File: config.mk
export PLATFORM = sky130hd
export DESIGN_NAME = wdsv_supervisor
export DESIGN_NICKNAME = d
export VERILOG_FILES = /design/src/wdsv_pkg.sv /design/src/wdsv_ctl_if.sv /design/src/wdsv_tick_gen.sv /design/src/wdsv_rst_pulse.sv /design/src/wdsv_supervisor.sv
export SDC_FILE = /design/constraint.sdc
export NUM_CORES = 1
export LEC_CHECK = 0
export ABC_AREA = 1
export BUFFER_PORTS_ARGS = -buffer_cell sky130_fd_sc_hd__buf_2
export CAP_MARGIN = 20
export CORE_UTILIZATION = 55
export CTS_CLUSTER_SIZE = 40
export DETAILED_ROUTE_END_ITERATION = 12
export HOLD_SLACK_MARGIN = 0.15
export PLACE_DENSITY = 0.77
export SLEW_MARGIN = 10
export SYNTH_ARGS = -nofsm -noshare
export SYNTH_HDL_FRONTEND = slang
export SYNTH_SLANG_ARGS = --single-unit
File: constraint.sdc
create_clock -name ref_clk -period 2.5 [get_ports ref_clk]
set_input_delay 0.5 -clock ref_clk [delete_from_list [all_inputs] [get_ports ref_clk]]
set_output_delay 0.5 -clock ref_clk [all_outputs]
set_load 0.01 [all_outputs]
File: src/wdsv_pkg.sv
package wdsv_pkg;

  ////////////////////////////////////////////////////////////////////////////
  // register map, as seen on the special-function register port
  localparam logic [7:0] WDSV_RESTART_ADDR = 8'hA6; // watchdog_restart, wo
  localparam logic [7:0] WDSV_PERIOD_ADDR = 8'hA7; // watchdog_period
  localparam int WDSV_PERIOD_LSB = 0; // period_select field position
  localparam int WDSV_PERIOD_W = 3; // period_select field width
  localparam logic [2:0] WDSV_PERIOD_RESET = 3'h0; // shortest time-out
  localparam logic [7:0] WDSV_RESTART_READ = 8'h00; // write-only answer

  ////////////////////////////////////////////////////////////////////////////
  // unlock sequence bytes
  localparam logic [7:0] WDSV_UNLOCK_FIRST = 8'h1E;
  localparam logic [7:0] WDSV_UNLOCK_SECOND = 8'hE1;

  ////////////////////////////////////////////////////////////////////////////
  // counter structure and timing
  localparam int WDSV_PRESCALE_W = 14; // prescaler width
  localparam int WDSV_COUNT_W = 7; // programmable counter width
  localparam int WDSV_CHAIN_W = WDSV_PRESCALE_W + WDSV_COUNT_W;
  localparam int WDSV_PHASE_DIV = 6; // watchdog clocks per prescaler step
  localparam int WDSV_REF_CLK_HZ = 20_000_000; // ref_clk is the oscillator
  localparam int WDSV_OSC_HZ = 20_000_000;
  localparam int WDSV_RST_PULSE_OSC = 96; // pulse length, oscillator periods
  localparam int WDSV_RST_PULSE_CYC =
    WDSV_RST_PULSE_OSC * (WDSV_REF_CLK_HZ / WDSV_OSC_HZ);

  ////////////////////////////////////////////////////////////////////////////
  // unlock sequence tracker
  typedef enum logic {WDSV_SEQ_IDLE, WDSV_SEQ_GOT_FIRST} wdsv_seq_e;

endpackage : wdsv_pkg

File: src/wdsv_ctl_if.sv
`timescale 1ns/1ps
// signals shared between the watchdog core and its two helpers
interface wdsv_ctl_if;
  logic run; // watchdog clock may advance
  logic clear; // restart, overflow or disarm: zero the phase divider
  logic halfrate_sel; // force oscillator/2
  logic double_speed; // double-speed core mode
  logic tick; // one prescaler step, one-cycle pulse
  logic fire; // overflow: launch the reset pulse
  logic busy; // reset pulse in progress

  modport core (output run, clear, halfrate_sel, double_speed, fire,
                input tick, busy);
  modport tick_gen (input run, clear, halfrate_sel, double_speed,
                    output tick);
  modport pulse (input fire, output busy);
endinterface : wdsv_ctl_if

File: src/wdsv_tick_gen.sv
`timescale 1ns/1ps
// watchdog clock and divide-by-six phase stage
module wdsv_tick_gen
  import wdsv_pkg::*;
(
  input wire logic ref_clk,
  input wire logic rst_n,
  wdsv_ctl_if.tick_gen ctl
);

  logic half_ff; // toggles each oscillator cycle for the /2 clock
  logic [2:0] phase_ff; // counts watchdog clocks within one step
  logic wclk_en; // one watchdog clock period elapsed

  ////////////////////////////////////////////////////////////////////////////
  // half-rate phase, held while stopped so power-down keeps its place
  always_ff @(posedge ref_clk)
  begin
    if (!rst_n || ctl.clear)
      half_ff <= 1'b0;
    else if (ctl.run)
      half_ff <= ~half_ff;
  end

  // halfrate select or standard mode gives osc/2, else full rate
  assign wclk_en = ctl.run &&
    ((ctl.halfrate_sel || !ctl.double_speed) ? half_ff : 1'b1);

  ////////////////////////////////////////////////////////////////////////////
  // six watchdog clocks make one prescaler step
  always_ff @(posedge ref_clk)
  begin
    if (!rst_n || ctl.clear)
      phase_ff <= 3'h0;
    else if (wclk_en)
      phase_ff <= (phase_ff == 3'(WDSV_PHASE_DIV - 1)) ? 3'h0 :
                  phase_ff + 3'h1;
  end

  assign ctl.tick = wclk_en && (phase_ff == 3'(WDSV_PHASE_DIV - 1));

endmodule : wdsv_tick_gen

File: src/wdsv_rst_pulse.sv
`timescale 1ns/1ps
// stretches an overflow into the high chip-reset pulse
module wdsv_rst_pulse
  import wdsv_pkg::*;
(
  input wire logic ref_clk,
  input wire logic rst_n,
  wdsv_ctl_if.pulse ctl,
  output logic rst_pin
);

  logic [6:0] left_ff; // oscillator periods still to drive
  logic pin_ff; // reset pin level

  // pulse length must fit the 7-bit down-counter, refused at elaboration
  if (WDSV_RST_PULSE_CYC > 127 || WDSV_RST_PULSE_CYC < 1)
  begin : g_bad_pulse
    $error("reset pulse does not fit its counter");
  end

  ////////////////////////////////////////////////////////////////////////////
  // a fire during a pulse is ignored; the running pulse completes
  always_ff @(posedge ref_clk)
  begin
    if (!rst_n)
    begin
      left_ff <= 7'h0;
      pin_ff <= 1'b0;
    end
    else if (ctl.fire && !pin_ff)
    begin
      left_ff <= 7'(WDSV_RST_PULSE_CYC - 1);
      pin_ff <= 1'b1;
    end
    else if (pin_ff)
    begin
      left_ff <= left_ff - 7'h1;
      pin_ff <= (left_ff != 7'h0);
    end
  end

  assign rst_pin = pin_ff;
  assign ctl.busy = pin_ff;

endmodule : wdsv_rst_pulse

File: src/wdsv_supervisor.sv
`timescale 1ns/1ps
module wdsv_supervisor
  import wdsv_pkg::*;
(
  input wire logic ref_clk,
  input wire logic rst_n,
  input wire logic [7:0] sfr_addr,
  input wire logic sfr_wr,
  input wire logic sfr_rd,
  input wire logic [7:0] sfr_wdata,
  output logic [7:0] sfr_rdata,
  input wire logic wdog_clk_halfrate_sel,
  input wire logic double_speed_mode,
  input wire logic idle_mode,
  input wire logic power_down_mode,
  output logic wdog_rst_pin,
  output logic wdog_enabled
);

  ////////////////////////////////////////////////////////////////////////////
  // declarations
  wdsv_ctl_if ctl ();

  wdsv_seq_e seq_ff; // unlock sequence progress
  wdsv_seq_e nxt_seq;
  logic enable_ff; // watchdog armed
  logic [2:0] period_ff; // period_select field
  logic [WDSV_PRESCALE_W-1:0] pre_ff; // prescaler
  logic [WDSV_COUNT_W-1:0] cnt_ff; // programmable counter
  logic [WDSV_CHAIN_W-1:0] chain; // prescaler and counter as one value
  logic [7:0] rdata_ff; // registered read data
  logic wr_restart; // write strobe to the restart register
  logic wr_period; // write strobe to the period register
  logic restart; // sequence completed this cycle
  logic overflow; // time-out reached this cycle

  // last step value before overflow for a given period field
  function automatic logic [WDSV_CHAIN_W-1:0] limit_of(
    input logic [2:0] sel
  );
    logic [WDSV_CHAIN_W:0] full;
    full = (WDSV_CHAIN_W + 1)'(1) << (WDSV_PRESCALE_W + int'(sel));
    return WDSV_CHAIN_W'(full - (WDSV_CHAIN_W + 1)'(2));
  endfunction : limit_of

  ////////////////////////////////////////////////////////////////////////////
  // register port decode
  assign wr_restart = sfr_wr && (sfr_addr == WDSV_RESTART_ADDR);
  assign wr_period = sfr_wr && (sfr_addr == WDSV_PERIOD_ADDR);
  assign chain = {cnt_ff, pre_ff};

  ////////////////////////////////////////////////////////////////////////////
  // unlock sequence: any other byte starts detection over
  always_comb
  begin
    nxt_seq = seq_ff;
    restart = 1'b0;
    if (wr_restart)
    begin
      unique case (seq_ff)
        WDSV_SEQ_IDLE:
        begin
          // only the first unlock byte advances
          nxt_seq = (sfr_wdata == WDSV_UNLOCK_FIRST) ? WDSV_SEQ_GOT_FIRST :
                    WDSV_SEQ_IDLE;
        end
        WDSV_SEQ_GOT_FIRST:
        begin
          // second byte completes; a repeated first byte re-arms
          restart = (sfr_wdata == WDSV_UNLOCK_SECOND);
          nxt_seq = (sfr_wdata == WDSV_UNLOCK_FIRST) ? WDSV_SEQ_GOT_FIRST :
                    WDSV_SEQ_IDLE;
        end
      endcase
    end
  end

  always_ff @(posedge ref_clk)
  begin
    if (!rst_n)
      seq_ff <= WDSV_SEQ_IDLE;
    else
      seq_ff <= nxt_seq;
  end

  ////////////////////////////////////////////////////////////////////////////
  // enable: set by the sequence, dropped only by reset or by overflow,
  // which itself is the chip reset being launched
  always_ff @(posedge ref_clk)
  begin
    if (!rst_n)
      enable_ff <= 1'b0;
    else if (restart)
      enable_ff <= 1'b1;
    else if (overflow)
      enable_ff <= 1'b0;
  end

  ////////////////////////////////////////////////////////////////////////////
  // period register; only the low field is stored, so stray ones in the
  // reserved bits cannot change the time-out
  always_ff @(posedge ref_clk)
  begin
    if (!rst_n)
      period_ff <= WDSV_PERIOD_RESET;
    else if (wr_period)
      period_ff <= sfr_wdata[WDSV_PERIOD_LSB +: WDSV_PERIOD_W];
  end

  ////////////////////////////////////////////////////////////////////////////
  // read data: reserved bits and the write-only register read as zero
  always_ff @(posedge ref_clk)
  begin
    if (!rst_n)
      rdata_ff <= 8'h00;
    else if (sfr_rd)
    begin
      if (sfr_addr == WDSV_PERIOD_ADDR)
        rdata_ff <= {5'h00, period_ff};
      else
        rdata_ff <= WDSV_RESTART_READ;
    end
  end

  ////////////////////////////////////////////////////////////////////////////
  // helpers: run stops in power-down or while disarmed; idle does not stop it
  assign ctl.run = enable_ff && !power_down_mode;
  assign ctl.clear = restart || overflow || !enable_ff;
  assign ctl.halfrate_sel = wdog_clk_halfrate_sel;
  assign ctl.double_speed = double_speed_mode;
  assign overflow = ctl.tick && (chain == limit_of(period_ff));
  assign ctl.fire = overflow;

  wdsv_tick_gen u_tick_gen (
    .ref_clk(ref_clk),
    .rst_n(rst_n),
    .ctl(ctl.tick_gen)
  );

  wdsv_rst_pulse u_rst_pulse (
    .ref_clk(ref_clk),
    .rst_n(rst_n),
    .ctl(ctl.pulse),
    .rst_pin(wdog_rst_pin)
  );

  ////////////////////////////////////////////////////////////////////////////
  // prescaler and counter chain; restart wins over a coincident tick
  always_ff @(posedge ref_clk)
  begin
    if (!rst_n)
    begin
      pre_ff <= '0;
      cnt_ff <= '0;
    end
    else if (restart || overflow)
    begin
      pre_ff <= '0;
      cnt_ff <= '0;
    end
    else if (ctl.tick)
    begin
      // prescaler carry steps the programmable counter
      pre_ff <= pre_ff + 1'b1;
      if (&pre_ff)
        cnt_ff <= cnt_ff + 1'b1;
    end
  end

  assign sfr_rdata = rdata_ff;
  assign wdog_enabled = enable_ff;

  ////////////////////////////////////////////////////////////////////////////
  // checks
  logic [7:0] hi_len_ff; // length of the current reset pulse

  always_ff @(posedge ref_clk)
  begin
    if (!rst_n || !wdog_rst_pin)
      hi_len_ff <= 8'h00;
    else if (hi_len_ff != 8'hFF)
      hi_len_ff <= hi_len_ff + 8'h01;
  end
endmodule : wdsv_supervisor

### After elaboration in Yosys (flattened, before gate mapping)

Cells that the tools add are included.

* add/sub/neg operators: 6
* eq/ne operators: 6
* shift-type cells: 1
* multiplexer cells: 12
* bitwise operators: 2
* reduce and logical (&&, ||, !) cells: 22

Operators by type and width (count)
* 8-bit equality test (second input constant): 3
* 21-bit equality test: 1
* 1-bit by 5-bit left shift with 21-bit output (first input constant): 1
* 21-bit by 2-bit subtractor with 21-bit output (second input constant): 1
* 15-bit AND reduction: 1
* 14-bit by 1-bit adder with 14-bit output (second input constant): 1
* 7-bit 2-to-1 mux: 2
* 8-bit by 5-bit equality test with 1-bit output (second input constant): 1
* 1-bit 2-to-1 mux: 8
* 7-bit by 1-bit adder with 7-bit output (second input constant): 1
* 1-bit logical AND: 7
* 7-bit nonzero test: 1
* 7-bit by 1-bit subtractor with 7-bit output (second input constant): 1
* 3-bit 2-to-1 mux: 2
* 4-bit by 3-bit adder with 5-bit output (first input constant): 1
* 1-bit zero test: 5
* 1-bit logical OR: 4
* 2-bit nonzero test: 2
* 2-bit OR reduction: 2
* 3-bit by 1-bit adder with 3-bit output (second input constant): 1
* 3-bit equality test (second input constant): 1
* 1-bit inverter: 2

* register bits: 46
* input port bits: 24
* output and inout bits: 10

### Longest topological paths before layout

* word-level depth: 9
* gate-level depth with buffers: 15
* depth with buffers taken out: 15

### Cells and area by module

A second synthesis with hierarchy kept.

* cell total of the unflattened synthesis: 368
* area, all modules: 2508.7 um^2

Modules (own cells, without submodules)
* wdsv_supervisor: instances 1, cells each 269, area an instance 1874.3 um^2, sequential area each 580.6 um^2
* wdsv_rst_pulse: instances 1, cells each 64, area an instance 426.7 um^2, sequential area each 160.2 um^2
* wdsv_tick_gen: instances 1, cells each 35, area an instance 207.7 um^2, sequential area each 80.1 um^2

### Least setup slack after synthesis

OpenSTA, ideal clock, no wires.

* kind: reg-to-reg
* start: register period_ff[1]
* end: register pre_ff[8]
* library setup time: 0.119 ns
* arrival time: 1.968 ns
* data required time: 2.381 ns
* path slack: 0.412 ns
* cell stages (with the launch flop): 16
* buffers on the path: 2
* path through: dfxtp_1 inv_2 ha_1 inv_1 nand2_2 nand2_1 nand2_1 nand2_1 nor2_1 nand3_1 nor2_1 nand3_2 nand2_2 buf_6 buf_12 a21oi_1

* word-level cells in the longest chain between the ends: 7

RTL lines
* from (decl): RTL line wdsv_supervisor.sv:27 `logic [2:0] period_ff;`
* from (signal assigned): RTL line wdsv_supervisor.sv:107 `period_ff <= sfr_wdata[WDSV_PERIOD_LSB +: WDSV_PERIOD_W];`
* 4-bit by 3-bit adder with 5-bit output: RTL line wdsv_supervisor.sv:42 `full = (WDSV_CHAIN_W + 1)'(1) << (WDSV_PRESCALE_W + int'(sel));`
* 1-bit by 5-bit left shift with 21-bit output: RTL line wdsv_supervisor.sv:42
* 21-bit by 2-bit subtractor with 21-bit output: RTL line wdsv_supervisor.sv:43 `return WDSV_CHAIN_W'(full - (WDSV_CHAIN_W + 1)'(2));`
* 21-bit equality test: RTL line wdsv_supervisor.sv:131 `assign overflow = ctl.tick && (chain == limit_of(period_ff));`
* 1-bit logical AND: RTL line wdsv_supervisor.sv:131
* 1-bit logical OR: RTL line wdsv_supervisor.sv:156 `else if (restart || overflow)`
* 2-bit OR reduction (no source line)
* to (signal assigned): RTL line wdsv_supervisor.sv:164 `pre_ff <= pre_ff + 1'b1;`
* to (decl): RTL line wdsv_supervisor.sv:28 `logic [WDSV_PRESCALE_W-1:0] pre_ff;`

Every way passes these cells.
A chain may end at the register's enable or synchronous reset.

### Worst setup path after layout

* start: register period_ff[2]
* end: register enable_ff (netlist: wdog_enabled)

* word-level cells in the longest chain between the ends: 6

RTL lines
* 4-bit by 3-bit adder with 5-bit output: RTL line wdsv_supervisor.sv:42
* 1-bit by 5-bit left shift with 21-bit output: RTL line wdsv_supervisor.sv:42
* 21-bit by 2-bit subtractor with 21-bit output: RTL line wdsv_supervisor.sv:43
* 21-bit equality test: RTL line wdsv_supervisor.sv:131
* 1-bit logical AND: RTL line wdsv_supervisor.sv:131
* 2-bit nonzero test (no source line)
* to (signal assigned): RTL line wdsv_supervisor.sv:92 `enable_ff <= 1'b0;`
* to (signal assigned): RTL line wdsv_supervisor.sv:94 `enable_ff <= 1'b1;`
* to (signal assigned): RTL line wdsv_supervisor.sv:96 `enable_ff <= 1'b0;`
* to (decl): RTL line wdsv_supervisor.sv:26 `logic enable_ff;`

Every way passes these cells.

==> metrics.md <==
| Metric | Value |
|---|---|
| Vias in the first global route | 2,225 |
| Static leakage | 1.261 nW |
| Largest net degree at the start of global routing | 13 |
| Final Power | 0.001258 W |
| Max Fclk | 0.4586 GHz |
| H-tree depth | 2 |
| Clk root buf | clkbuf_8 |
| Synth Flop Type | dfxtp_1 |
| Worst-path clk slew | 0.08 ns |
| GPL Wtd Cong | 0.8634 |
| Sum Neg Setup Slack | 0 ns |
| Nets | 453 |
| Hold Startpoint | seq_ff |
| Skew-Pair Late Insertion Delay | 0.29 ns |
| Run status | complete, no violations |
| Worst r2r path cells | 12 |
| Rows | 24 |
| EDFF count, synth | 0 |
| TritonCTS clock tree | yes |
| Dominant cell type by area after synthesis | dfxtp_1 |
| Launching point of the worst reg2reg path | period_ff[2] |
| Initial core utilization | 58.19% |
| PnR worst setup slack | 0.3195 ns |
| Cell area after layout | 2897 um^2 |
| Multi-input logic area | 1496 um^2 |
| DR vias/cell | 5.205 |
| Layout cell share with drive strength beyond 1 | 14.96% |
| Final setup fails | 0 |
| Overall via count from detail_route | 2,462 |
| Global-route wire length before repair | 9328 um |
| Synthesis Warnings | 0 |
| Tcrit/Tclk final | 87.22% |
| Register area | 820.8 um^2 |
| # IOs | 34 |
| Die height | 70.57 um |
| Power Density | 434.5 nW/um^2 |
| DR WL/cell | 11.40 um |
| Slew Viols, Final | 0 |
| Setup repair after global routing missed its margin | false |
| Fin crit period | 2.180 ns |
| Worst EP arrival | 2.37 ns |
| Grt total ovfl | 0 |
| CP Capture Type | register |
| Max VDD drop | 0.4109 mV |
| Final hold viol count | 0 |
| Synth area leaders | dfxtp_1, nand2_1, inv_1 |
| # clock sinks | 41 |
| Routed Antenna Nets | 0 |
| FF+latch count, synth | 41 |
| Initial antenna violation count | 0 |
| Setup Buffers After CTS | 0 |
| Post-CTS Hold Fix Bufs | 0 |
| Seq/Total Area, Yosys | 31.74% |
| Remaining DRCs | 0 |
| CP max FO | 8 |
| Netlist cell types | 39 |
| Clock skew | 0.007356 ns |
| Hold Path Stages | 2 |
| Max-cap violations | 0 |
| FILL cells | 420 |
| RR Endpoint | wdog_enabled |
| End of the worst hold path | seq_ff |
| CORE AREA | 4444 um^2 |
| Post-synth ARST share | 0% |
| Diodes inserted | 0 |
| Port-buffer cells | 27 |
| R2R Setup Slk | 0.32 ns |
| Die area | 4980 um^2 |
| Mapped cell area | 2586 um^2 |
| WL final | 5390 um |
| Most frequent cell after synthesis | nand2_1 |
| Die width | 70.57 um |
| Startpoint types | register |
| CP Class | reg2reg |
| CTS buffer count | 5 |
| Hold_ws | 0.4646 ns |
| Pre-CTS setup slack | 0.2822 ns |
| Mapped Cells | 384 |
| Post-synth top cells | nand2_1, inv_1, nor2_1 |
| Area Growth Syn to Fin | 12.00% |
| Setup crit start | period_ff[2] |
| Drt pass-1 iters | 4 |
| Top cell type's share of synthesized area | 31.74% |
| Req. time, crit path | 2.69 ns |
| DRT iter0 DRCs | 170 |
| Post-CTS sizing | 0 |
| Mean Syn Cell Area | 6.735 um^2 |
| Gr usage total | 23.26% |
| Longest Clk Path Bufs | 2 |
| Placed inst area | 2775 um^2 |
| HPWL after DPL | 4242 um |
| Worst min path class | reg2reg |
==> layer usage <==
layer / wire [um] / up-vias / GRT usage (%)
met1: 2432 / 1106 / 27.88
met5: 0 / - / 0
met3: 241 / 8 / 3.989
li1: - / 1298 / -
met2: 2654 / 50 / 43.04
met4: 62 / 0 / 6.222
==> how the worst max path moves through the flow <==
stage / to / slack [ns] / cells after the start
CTS: wdog_enabled / 0.26 / 15
finish: wdog_enabled / 0.32 / 12
detailed placement: wdog_enabled / 0.28 / 12
global route: wdog_enabled / 0.06 / 15
global placement: wdog_enabled / 0.30 / 15
floorplan: pre_ff[8] / 0.41 / 15
==> worst max-delay path: stages (launching register included) <==
cell,delay [ns]
dfxtp_1,0.35
inv_1,0.09
ha_1,0.25
inv_1,0.22
nand4_1,0.19
xnor2_1,0.21
nand2_1,0.07
nor2_1,0.18
nand3_2,0.14
nand2_2,0.11
inv_1,0.09
nand2_2,0.11
nand2_1,0.05
==> layout by cell type (no fill, tap or decap), types with 2 or more instances in the layout <==
cell,instances
nor2_2,3
or2_2,5
xnor2_1,4
o21ai_0,8
xor2_1,12
dfxtp_1,41
buf_4,7
a21oi_1,30
conb_1,5
nand3_1,30
a31oi_1,2
nand3b_1,2
buf_2,27
nand4_1,18
nand2_1,87
nor4_1,2
o211ai_1,2
ha_1,9
clkbuf_8,6
nor2_1,43
nand2_2,4
nor3_1,3
inv_1,54
nor2_4,2
==> registers in the layout, summed over array words and instances, names as in the netlist <==
register              cells
cnt_ff                    7
u_rst_pulse.ctl.busy      1
period_ff                 3
seq_ff                    1
pre_ff                   14
u_rst_pulse.left_ff       7
sfr_rdata                 3
u_tick_gen.phase_ff       3
wdog_enabled              1
u_tick_gen.half_ff        1
==> final cells by class <==
class	count	area share, %
clock inverters	1	1.037
inverters	56	7.257
flip-flops and latches	41	28.34
well taps	52	2.246
multi-input cells	282	51.66
repair buffers	34	6.479
clock buffers	7	2.981
==> power breakdown <==
part / internal [W] / total, W / switching [W]
clock network: 0.000326 / 0.000552 / 0.000226
registers: 0.000652 / 0.000653 / 0.000000110
logic: 0.0000219 / 0.0000541 / 0.0000323
total: 0.00100 / 0.00126 / 0.000259
==> per-stage QoR <==
step,cells,util [%]
floorplan,388,-
global placement,465,62.44
detailed placement,465,62.44
CTS,473,65.06
global route,473,65.17
finish,473,65.17
==> kinds of logic (layout without fill, tap and decap cells) <==
group           count (synthesis)  count (layout)  synth area share (%)
simple gates                  206             206                 37.49
buf+inv                        65              98                 11.17
compound gates                 45              45                 9.240
flops                          41              41                 31.74
xor+xnor                       16              16                 5.418
fa+ha+maj                       9               9                 4.354
other cells                     1               5                0.1450
mux                             1               1                0.4354
Note: power is estimated with default switching activity, not from simulation.
